--- config.mk ---
export PLATFORM = sky130hd
export DESIGN_NAME = twi_master_tx
export DESIGN_NICKNAME = d
export VERILOG_FILES = /design/src/pkg/twi_mt_pkg.sv /design/src/core/twi_master_tx.sv
export SDC_FILE = /design/constraint.sdc
export NUM_CORES = 1
export LEC_CHECK = 0
export BUFFER_PORTS_ARGS = -buffer_cell sky130_fd_sc_hd__buf_4
export CORE_MARGIN = 5
export CORE_UTILIZATION = 55
export CTS_BUF_LIST = sky130_fd_sc_hd__clkbuf_4
export DETAILED_ROUTE_END_ITERATION = 10
export GPL_TIMING_DRIVEN = 0
export PLACE_DENSITY = 0.74
export SETUP_SLACK_MARGIN = 0.05
export SLEW_MARGIN = 5
export SYNTH_ARGS = -nofsm -noshare
export SYNTH_HDL_FRONTEND = slang
export SYNTH_SLANG_ARGS = --single-unit
--- constraint.sdc ---
create_clock -name clk_sys -period 2.7 [get_ports clk_sys]
set_input_delay 0.27 -clock clk_sys [delete_from_list [all_inputs] [get_ports clk_sys]]
set_output_delay 0.27 -clock clk_sys [all_outputs]
set_load 0.02 [all_outputs]
--- src/pkg/twi_mt_pkg.sv ---
package twi_mt_pkg;
   // register addresses on the plain software port
   localparam logic [1:0] ADDR_CTRL = 2'h0;
   localparam logic [1:0] ADDR_STATUS = 2'h1;
   localparam logic [1:0] ADDR_DATA = 2'h2;
   localparam logic [1:0] ADDR_BITRATE = 2'h3;
   // control register bit positions
   localparam int CTRL_FLAG = 7;
   localparam int CTRL_ACKEN = 6;
   localparam int CTRL_START = 5;
   localparam int CTRL_STOP = 4;
   localparam int CTRL_WCOL = 3;
   localparam int CTRL_ENABLE = 2;
   // status register: code in upper bits, prescaler in the low two
   localparam logic [7:0] STATUS_CODE_MASK = 8'hF8;
   localparam logic [7:0] ST_START = 8'h08;
   localparam logic [7:0] ST_RSTART = 8'h10;
   localparam logic [7:0] ST_ADDR_ACK = 8'h18;
   localparam logic [7:0] ST_ADDR_NACK = 8'h20;
   localparam logic [7:0] ST_DATA_ACK = 8'h28;
   localparam logic [7:0] ST_DATA_NACK = 8'h30;
   localparam logic [7:0] ST_ARB_LOST = 8'h38;
   localparam logic [7:0] ST_IDLE = 8'hF8;
   localparam logic [7:0] ST_MASTER_RX = 8'h40;
   localparam logic [7:0] BITRATE_RESET = 8'h10;
   // bus timing: bus must be seen idle this long before a start
   localparam int BUS_FREE_NS = 4700;
   localparam int CLK_PERIOD_NS = 10;
   localparam int BUS_FREE_CYC = (BUS_FREE_NS + CLK_PERIOD_NS - 1) / CLK_PERIOD_NS;
   typedef enum logic [3:0] {
      S_IDLE = 4'b0000,
      S_WAIT_FREE = 4'b0001,
      S_START = 4'b0010,
      S_HOLD = 4'b0011,
      S_BIT_LOW = 4'b0100,
      S_BIT_HIGH = 4'b0101,
      S_STOP_LOW = 4'b0110,
      S_STOP_HIGH = 4'b0111,
      S_STOP_END = 4'b1000,
      S_RS_LOW = 4'b1001,
      S_RS_HIGH = 4'b1010
   } mt_state_t;
endpackage : twi_mt_pkg

--- src/core/twi_master_tx.sv ---
module twi_master_tx #(
   parameter int HALF_BIT_MIN = 4
) (
   input wire logic clk_sys,
   input wire logic rst,
   input wire logic [1:0] reg_addr,
   input wire logic [7:0] reg_wdata,
   input wire logic reg_write,
   input wire logic reg_read,
   output logic [7:0] reg_rdata,
   input wire logic scl_in,
   output logic scl_out,
   output logic scl_oe,
   input wire logic sda_in,
   output logic sda_out,
   output logic sda_oe,
   output logic master_rx_mode
);
   twi_mt_pkg::mt_state_t state_reg;
   logic [2:0] scl_sync_reg;
   logic [2:0] sda_sync_reg;
   logic scl_filt_reg;
   logic sda_filt_reg;
   logic scl_prev_reg;
   logic sda_prev_reg;
   logic bus_busy_reg;
   logic [12:0] free_cnt_reg;
   logic flag_reg;
   logic ack_enable_bit;
   logic start_req;
   logic stop_req;
   logic write_collision_bit;
   logic enable_reg;
   logic [7:0] serial_data_reg;
   logic [7:0] status_code_reg;
   logic [1:0] prescale_reg;
   logic [7:0] bitrate_reg;
   logic [7:0] shift_reg;
   logic [3:0] bit_cnt_reg;
   logic [8:0] tick_cnt_reg;
   logic addr_phase_reg;
   logic acked_reg;
   logic set_flag;
   logic [7:0] set_code;
   logic resume;
   logic tick;
   logic wr_ctrl;
   logic wr_data;
   logic start_cond;
   logic stop_cond;
   logic bus_free;
   logic drive_sda;
   logic [7:0] ctrl_view;

   assign wr_ctrl = reg_write && reg_addr == twi_mt_pkg::ADDR_CTRL;
   assign wr_data = reg_write && reg_addr == twi_mt_pkg::ADDR_DATA;
   // flag clear by writing one, enable must stay set
   assign resume = wr_ctrl && reg_wdata[twi_mt_pkg::CTRL_FLAG]
      && reg_wdata[twi_mt_pkg::CTRL_ENABLE];

   // three-stage sampling of the open-drain wires
   always_ff @(posedge clk_sys or posedge rst)
   begin
      if (rst)
      begin
         scl_sync_reg <= 3'h7;
         sda_sync_reg <= 3'h7;
         scl_filt_reg <= 1'b1;
         sda_filt_reg <= 1'b1;
      end
      else
      begin
         scl_sync_reg <= {scl_sync_reg[1:0], scl_in};
         sda_sync_reg <= {sda_sync_reg[1:0], sda_in};
         if (scl_sync_reg[1] == scl_sync_reg[2])
            scl_filt_reg <= scl_sync_reg[2];
         if (sda_sync_reg[1] == sda_sync_reg[2])
            sda_filt_reg <= sda_sync_reg[2];
      end
   end

   // start and stop conditions seen on the wires, from anyone
   assign start_cond = scl_filt_reg && sda_prev_reg && !sda_filt_reg;
   assign stop_cond = scl_filt_reg && !sda_prev_reg && sda_filt_reg;

   // bus busy tracking; free needs a quiet stretch after stop
   always_ff @(posedge clk_sys or posedge rst)
   begin
      if (rst)
      begin
         sda_prev_reg <= 1'b1;
         scl_prev_reg <= 1'b1;
         bus_busy_reg <= 1'b0;
         free_cnt_reg <= 13'h0000;
      end
      else
      begin
         sda_prev_reg <= sda_filt_reg;
         scl_prev_reg <= scl_filt_reg;
         if (start_cond)
            bus_busy_reg <= 1'b1;
         else if (stop_cond)
            bus_busy_reg <= 1'b0;
         if (!scl_filt_reg || !sda_filt_reg || start_cond)
            free_cnt_reg <= 13'h0000;
         else if (free_cnt_reg != 13'(twi_mt_pkg::BUS_FREE_CYC))
            free_cnt_reg <= free_cnt_reg + 13'h0001;
      end
   end
   assign bus_free = !bus_busy_reg && free_cnt_reg == 13'(twi_mt_pkg::BUS_FREE_CYC);

   // half-bit timer; bit rate register stretches it
   assign tick = tick_cnt_reg == 9'h000;
   always_ff @(posedge clk_sys or posedge rst)
   begin
      if (rst)
         tick_cnt_reg <= 9'h000;
      else if (tick || state_reg == twi_mt_pkg::S_HOLD || state_reg == twi_mt_pkg::S_IDLE)
         tick_cnt_reg <= 9'(bitrate_reg) + 9'(HALF_BIT_MIN);
      else
         tick_cnt_reg <= tick_cnt_reg - 9'h001;
   end

   // control bits; hardware set of the flag wins over a clear in the same cycle
   always_ff @(posedge clk_sys or posedge rst)
   begin
      if (rst)
      begin
         flag_reg <= 1'b0;
         ack_enable_bit <= 1'b0;
         start_req <= 1'b0;
         stop_req <= 1'b0;
         enable_reg <= 1'b0;
         write_collision_bit <= 1'b0;
      end
      else
      begin
         if (set_flag)
            flag_reg <= 1'b1;
         else if (wr_ctrl && reg_wdata[twi_mt_pkg::CTRL_FLAG])
            flag_reg <= 1'b0;
         if (wr_ctrl)
         begin
            ack_enable_bit <= reg_wdata[twi_mt_pkg::CTRL_ACKEN]; // stored only
            start_req <= reg_wdata[twi_mt_pkg::CTRL_START];
            enable_reg <= reg_wdata[twi_mt_pkg::CTRL_ENABLE];
         end
         // stop bit drops itself once the stop has gone out
         if (state_reg == twi_mt_pkg::S_STOP_END && tick)
            stop_req <= 1'b0;
         else if (wr_ctrl)
            stop_req <= reg_wdata[twi_mt_pkg::CTRL_STOP];
         if (wr_data && !flag_reg)
            write_collision_bit <= 1'b1;
         else if (wr_data)
            write_collision_bit <= 1'b0;
      end
   end

   // data register takes writes only while the flag is high
   always_ff @(posedge clk_sys or posedge rst)
   begin
      if (rst)
         serial_data_reg <= 8'hFF;
      else if (wr_data && flag_reg)
         serial_data_reg <= reg_wdata;
   end

   // status code and prescaler; code low bits are always zero
   always_ff @(posedge clk_sys or posedge rst)
   begin
      if (rst)
      begin
         status_code_reg <= twi_mt_pkg::ST_IDLE;
         prescale_reg <= 2'h0;
         bitrate_reg <= twi_mt_pkg::BITRATE_RESET;
      end
      else
      begin
         if (set_flag)
            status_code_reg <= set_code & twi_mt_pkg::STATUS_CODE_MASK;
         else if (resume && state_reg == twi_mt_pkg::S_HOLD)
            status_code_reg <= twi_mt_pkg::ST_IDLE;
         if (reg_write && reg_addr == twi_mt_pkg::ADDR_STATUS)
            prescale_reg <= reg_wdata[1:0];
         if (reg_write && reg_addr == twi_mt_pkg::ADDR_BITRATE)
            bitrate_reg <= reg_wdata;
      end
   end

   // main sequencer: start, bytes, ack, stop, repeated start
   always_ff @(posedge clk_sys or posedge rst)
   begin
      if (rst)
      begin
         state_reg <= twi_mt_pkg::S_IDLE;
         shift_reg <= 8'h00;
         bit_cnt_reg <= 4'h0;
         addr_phase_reg <= 1'b0;
         acked_reg <= 1'b0;
         master_rx_mode <= 1'b0;
         scl_out <= 1'b1;
         drive_sda <= 1'b0;
         set_flag <= 1'b0;
         set_code <= twi_mt_pkg::ST_IDLE;
      end
      else
      begin
         set_flag <= 1'b0;
         case (state_reg)
            twi_mt_pkg::S_IDLE:
            begin
               scl_out <= 1'b1;
               drive_sda <= 1'b0;
               if (resume && reg_wdata[twi_mt_pkg::CTRL_START])
                  state_reg <= twi_mt_pkg::S_WAIT_FREE;
            end
            twi_mt_pkg::S_WAIT_FREE:
               if (bus_free && tick)
               begin
                  // a start after a free bus is never a repeated one
                  addr_phase_reg <= 1'b0;
                  drive_sda <= 1'b1;
                  state_reg <= twi_mt_pkg::S_START;
               end
            twi_mt_pkg::S_START:
               if (tick)
               begin
                  scl_out <= 1'b0;
                  set_flag <= 1'b1;
                  set_code <= addr_phase_reg ? twi_mt_pkg::ST_RSTART
                     : twi_mt_pkg::ST_START;
                  addr_phase_reg <= 1'b1;
                  state_reg <= twi_mt_pkg::S_HOLD;
               end
            // bus frozen until software clears the flag; scl held low except after lost arbitration
            twi_mt_pkg::S_HOLD:
               if (resume && !set_flag)
               begin
                  if (status_code_reg == twi_mt_pkg::ST_ARB_LOST)
                     state_reg <= reg_wdata[twi_mt_pkg::CTRL_START]
                        ? twi_mt_pkg::S_WAIT_FREE
                        : twi_mt_pkg::S_IDLE;
                  else if (reg_wdata[twi_mt_pkg::CTRL_STOP])
                  begin
                     drive_sda <= 1'b1;
                     state_reg <= twi_mt_pkg::S_STOP_LOW;
                  end
                  else if (reg_wdata[twi_mt_pkg::CTRL_START]
                     && status_code_reg != twi_mt_pkg::ST_START
                     && status_code_reg != twi_mt_pkg::ST_RSTART)
                  begin
                     drive_sda <= 1'b0;
                     state_reg <= twi_mt_pkg::S_RS_LOW;
                  end
                  else
                  begin
                     // address or data byte; ack enable ignored here
                     shift_reg <= serial_data_reg;
                     if (status_code_reg == twi_mt_pkg::ST_START
                        || status_code_reg == twi_mt_pkg::ST_RSTART)
                        master_rx_mode <= serial_data_reg[0];
                     else
                        addr_phase_reg <= 1'b0;
                     bit_cnt_reg <= 4'h0;
                     drive_sda <= !serial_data_reg[7];
                     state_reg <= twi_mt_pkg::S_BIT_LOW;
                  end
               end
            twi_mt_pkg::S_BIT_LOW:
               if (tick)
               begin
                  scl_out <= 1'b1;
                  state_reg <= twi_mt_pkg::S_BIT_HIGH;
               end
            twi_mt_pkg::S_BIT_HIGH:
               // wait out clock stretching by the slave
               if (tick && scl_filt_reg)
               begin
                  scl_out <= 1'b0;
                  if (bit_cnt_reg != 4'h8 && !drive_sda && !sda_filt_reg)
                  begin
                     // let go of both wires so the winner can finish its frame
                     scl_out <= 1'b1;
                     drive_sda <= 1'b0;
                     set_flag <= 1'b1;
                     set_code <= twi_mt_pkg::ST_ARB_LOST;
                     state_reg <= twi_mt_pkg::S_HOLD;
                  end
                  else if (bit_cnt_reg == 4'h8)
                  begin
                     acked_reg <= !sda_filt_reg;
                     set_flag <= 1'b1;
                     if (addr_phase_reg)
                        set_code <= sda_filt_reg ? twi_mt_pkg::ST_ADDR_NACK
                           : twi_mt_pkg::ST_ADDR_ACK;
                     else
                        set_code <= sda_filt_reg ? twi_mt_pkg::ST_DATA_NACK
                           : twi_mt_pkg::ST_DATA_ACK;
                     if (addr_phase_reg && master_rx_mode)
                        set_code <= twi_mt_pkg::ST_MASTER_RX;
                     state_reg <= twi_mt_pkg::S_HOLD;
                  end
                  else
                  begin
                     shift_reg <= {shift_reg[6:0], 1'b1};
                     bit_cnt_reg <= bit_cnt_reg + 4'h1;
                     // last data bit done: release sda for the ack
                     drive_sda <= bit_cnt_reg == 4'h7 ? 1'b0 : !shift_reg[6];
                     state_reg <= twi_mt_pkg::S_BIT_LOW;
                  end
               end
            twi_mt_pkg::S_STOP_LOW:
               if (tick)
               begin
                  scl_out <= 1'b1;
                  state_reg <= twi_mt_pkg::S_STOP_HIGH;
               end
            twi_mt_pkg::S_STOP_HIGH:
               if (tick)
               begin
                  drive_sda <= 1'b0;
                  addr_phase_reg <= 1'b0;
                  state_reg <= twi_mt_pkg::S_STOP_END;
               end
            twi_mt_pkg::S_STOP_END:
               if (tick)
                  state_reg <= start_req ? twi_mt_pkg::S_WAIT_FREE
                     : twi_mt_pkg::S_IDLE;
            twi_mt_pkg::S_RS_LOW:
               if (tick)
               begin
                  scl_out <= 1'b1;
                  state_reg <= twi_mt_pkg::S_RS_HIGH;
               end
            twi_mt_pkg::S_RS_HIGH:
               if (tick)
               begin
                  drive_sda <= 1'b1;
                  addr_phase_reg <= 1'b1; // marks the start as repeated
                  state_reg <= twi_mt_pkg::S_START;
               end
            default:
               state_reg <= twi_mt_pkg::S_IDLE;
         endcase
      end
   end

   // open-drain drive: only pull low, lost bus releases both wires
   assign sda_out = 1'b0;
   assign sda_oe = drive_sda;
   assign scl_oe = !scl_out;

   assign ctrl_view = {flag_reg, ack_enable_bit, start_req, stop_req,
      write_collision_bit, enable_reg, 2'h0};

   // read data one cycle after the strobe; status shows masked code plus prescaler
   always_ff @(posedge clk_sys or posedge rst)
   begin
      if (rst)
         reg_rdata <= 8'h00;
      else if (reg_read)
         case (reg_addr)
            twi_mt_pkg::ADDR_CTRL: reg_rdata <= ctrl_view;
            twi_mt_pkg::ADDR_STATUS: reg_rdata <= status_code_reg | {6'h00, prescale_reg};
            twi_mt_pkg::ADDR_DATA: reg_rdata <= serial_data_reg;
            twi_mt_pkg::ADDR_BITRATE: reg_rdata <= bitrate_reg;
            default: reg_rdata <= 8'h00;
         endcase
      else
         reg_rdata <= 8'h00;
   end
endmodule : twi_master_tx

==> run summary <==
Crit path max-delay family: compound AO/OA/AOI/OAI gates
Tightest Pin Transition: 0.944 ns
Max clock buf depth: 2
Critical path cell sequence: inv_1, ha_1, nor4bb_1, nand3_1, o311ai_2, nand4_1, o21ai_0, o21ai_1
Global Route met3 Usage: 3.29%
Drt total wl: 10700 microns
Drt pass-1 iters: 6
CP bufs+invs: 1
Final min period: 2.39 ns
Vias: 3659
Number of synthesized flops with an enable pin: 0
Max reg flops: 13
RSZ-0062 raised after global routing: false
Final Util: 62.7%
IO buf count: 24
Full die area: 10700 sq um
Synth Flop Type: dfrtp_1
Num CTS Buffers: 9
Post-Syn Instances: 460
CTS sink cnt: 94
Gpl congestion: 0.897
Leakage: 2.29 nW
Antenna Cells: 0
Largest net degree at the start of global routing: 37
Avg Cell Area, Syn: 10.5 sq um
Worst IR Drop VDD: 0.526 mV
CP Data Required Time: 3.03 ns
H-Tree Depth: 3
Final setup fails: 0
Global-route wire length before repair: 18000 microns
CTS tree: built
Core Box Area: 8640 sq um
Drt wl/cell: 17.5 microns
Endpoint class of the critical path: flip-flop
Vias in the first global route: 3642
Met1 usage: 30.4%
DRC Markers: 0
Distinct cells, synth: 67
Total global-route track usage: 22.0%
Die Y-Extent: 103 microns
Detail Route Antenna Nets: 0
Worst setup SP type: flip-flop
F_max: 418 MHz
CP peak stage delay: 0.52 ns
Gr busiest metal: met2
Die Wd: 103 microns
Final hold vios: 0
TNS Setup: 0 ns
Initial Utilization: 55.7%
Met2 Resource Use GR: 34.1%
Max Clock Skew: 0.0209 ns
CP max FO: 7
Drt first-iter violations: 200
Register area share after synthesis: 49.7%
Rel. slew slack: 36.6%
Hpwl dp: 7670 microns
Clock latency on the worst-skew pair: 0.45 ns
Area grow syn2layout: 12.6%
Initial antenna violation count: 0
Syn_nets: 484
Period utilization: 88.6%
Data arrival time of the critical path: 2.72 ns
CP max-delay cell: o311ai_2
Clk slew on worst S/H paths: 0.16 ns
Site Rows: 34
Via/cell ratio: 5.97
Share of post-route cells with drive strength above 1: 24.6%
Final Max Tran Viols: 0
# Max-Cap Violations: 0
# nets final: 524
Hold/Removal Path Class: in -> reg
Yosys reg bits: 94
Asr flop ratio synth: 100%
Num ports: 29
Clock root buffer master: clkbuf_4
Crit Path Class: reg -> reg
Total power: 4.91 mW
Status: finished, final reports clean
Congestion Overflow GR: 0
Mapped cell area: 4810 sq um
Post-CTS Setup Bufs: 0
Yosys Warn Count: 0
Pwr/cell area: 908 nW/um^2
-- routing by layer --
metal,part of all wire (%),up-vias
met5,0,-
met4,2.6,0
met3,4.8,26
met2,48,106
met1,45,1810
li1,-,1717
-- kinds of logic after synthesis --
group	after synthesis	synth area share [%]
buf+inv	37	3.59
compound gates	98	12.5
fa+ha+maj	10	2.50
simple gates	160	17.6
mux	40	10.3
xor+xnor	20	3.64
flops	94	49.7
other cells	1	0.0780
-- final timing paths --
kind	from	to	slack (ns)	cells after the start
min	reg_wdata[0]	prescale_reg[0]	0.05	2
min reg2reg	sda_sync_reg[1]	sda_sync_reg[2]	0.35	0
max in group asynchronous	rst	status_code_reg[6]	1.41	5
max reg2reg	free_cnt_reg[0]	state_reg[1]	0.31	8
max	free_cnt_reg[0]	state_reg[1]	0.31	8
min in group asynchronous	rst	bitrate_reg[0]	0.41	3
-- power breakdown --
part / internal [mW] / switching, mW
sequential: 1.79 / 0.341
combinational: 0.717 / 0.998
clock: 0.567 / 0.501
-- worst reg2reg max path, delay by kind of cell, from the launching register on --
kind,cells,cell delay (ns)
adders and majority gates,1,0.13
buffers and inverters,1,0.08
AOI/OAI and AO/OA,3,0.81
and+or+nand+nor,3,0.77
DFF,1,0.47
-- layout make-up --
type / instances / area, sq um
Tap cell: 108 / 135
Multi-Input combinational cell: 329 / 2250
Fill cell: 697 / 3220
Clock inverter: 7 / 143
Timing Repair Buffer: 29 / 250
Sequential cell: 94 / 2390
Clock buffer: 9 / 67.6
Inverter: 18 / 71.3
Buffer: 19 / 105
-- synthesized netlist by cell type (all sizes together) (2+ instances only) --
cell type / number / share of area, %
a211oi: 2 / 0.31
a21o: 2 / 0.31
a21oi: 25 / 2.6
a22oi: 3 / 0.47
a2bb2oi: 2 / 0.36
a311oi: 2 / 0.36
a31oi: 3 / 0.39
a41oi: 2 / 0.36
and2: 7 / 0.91
and2b: 2 / 0.34
and3: 3 / 0.42
and4: 2 / 0.36
buf: 10 / 1.3
clkbuf: 9 / 0.91
dfrtp: 65 / 34
dfstp: 29 / 16
ha: 8 / 2.1
inv: 18 / 1.4
maj3: 2 / 0.42
mux2: 27 / 6.3
mux2i: 8 / 1.7
mux4: 5 / 2.3
nand2: 43 / 3.4
nand2b: 6 / 0.78
nand3: 13 / 1.4
nand3b: 5 / 0.78
nand4: 6 / 0.78
nor2: 36 / 2.8
nor2b: 5 / 0.65
nor3: 12 / 1.4
nor3b: 3 / 0.57
nor4: 2 / 0.57
nor4bb: 3 / 0.62
o211ai: 4 / 0.62
o21ai: 39 / 4.2
o22ai: 2 / 0.26
o2bb2ai: 2 / 0.36
o31ai: 3 / 0.47
or3: 5 / 0.65
xnor2: 6 / 1.1
xor2: 14 / 2.6
-- what timing repair did --
item                                    in CTS  in global routing
hold buffers                                 3                  0
endpoints found under the setup margin       0                  0
endpoints found under the hold margin       21                  0
resized for setup                            0                  0
-- per-stage QoR --
stage,area (sq um),worst slack (ns),instances,hold WS (ns)
2_1_floorplan,4810,0.791,460,0.274
3_3_place_gp,5130,0.209,592,0.346
3_5_place_dp,5170,0.350,594,0.345
4_1_cts,5410,0.346,613,0.0414
5_1_grt,5410,0.162,613,0.0358
6_report,5410,0.308,613,0.0538
-- placed cells by master (no fill, tap or decap), drive strengths merged, types with 6 or more instances in the layout --
| cell | count |
|---|---|
| xnor2 | 6 |
| nand2 | 43 |
| nand2b | 6 |
| nor2 | 36 |
| a21oi | 25 |
| xor2 | 14 |
| dfstp | 29 |
| o21ai | 39 |
| mux2i | 8 |
| and2 | 7 |
| buf | 36 |
| inv | 19 |
| clkbuf | 18 |
| dfrtp | 65 |
| nor3 | 12 |
| nand4 | 6 |
| ha | 8 |
| nand3 | 13 |
| mux2 | 27 |
Note: power is estimated with default switching activity, not from simulation.
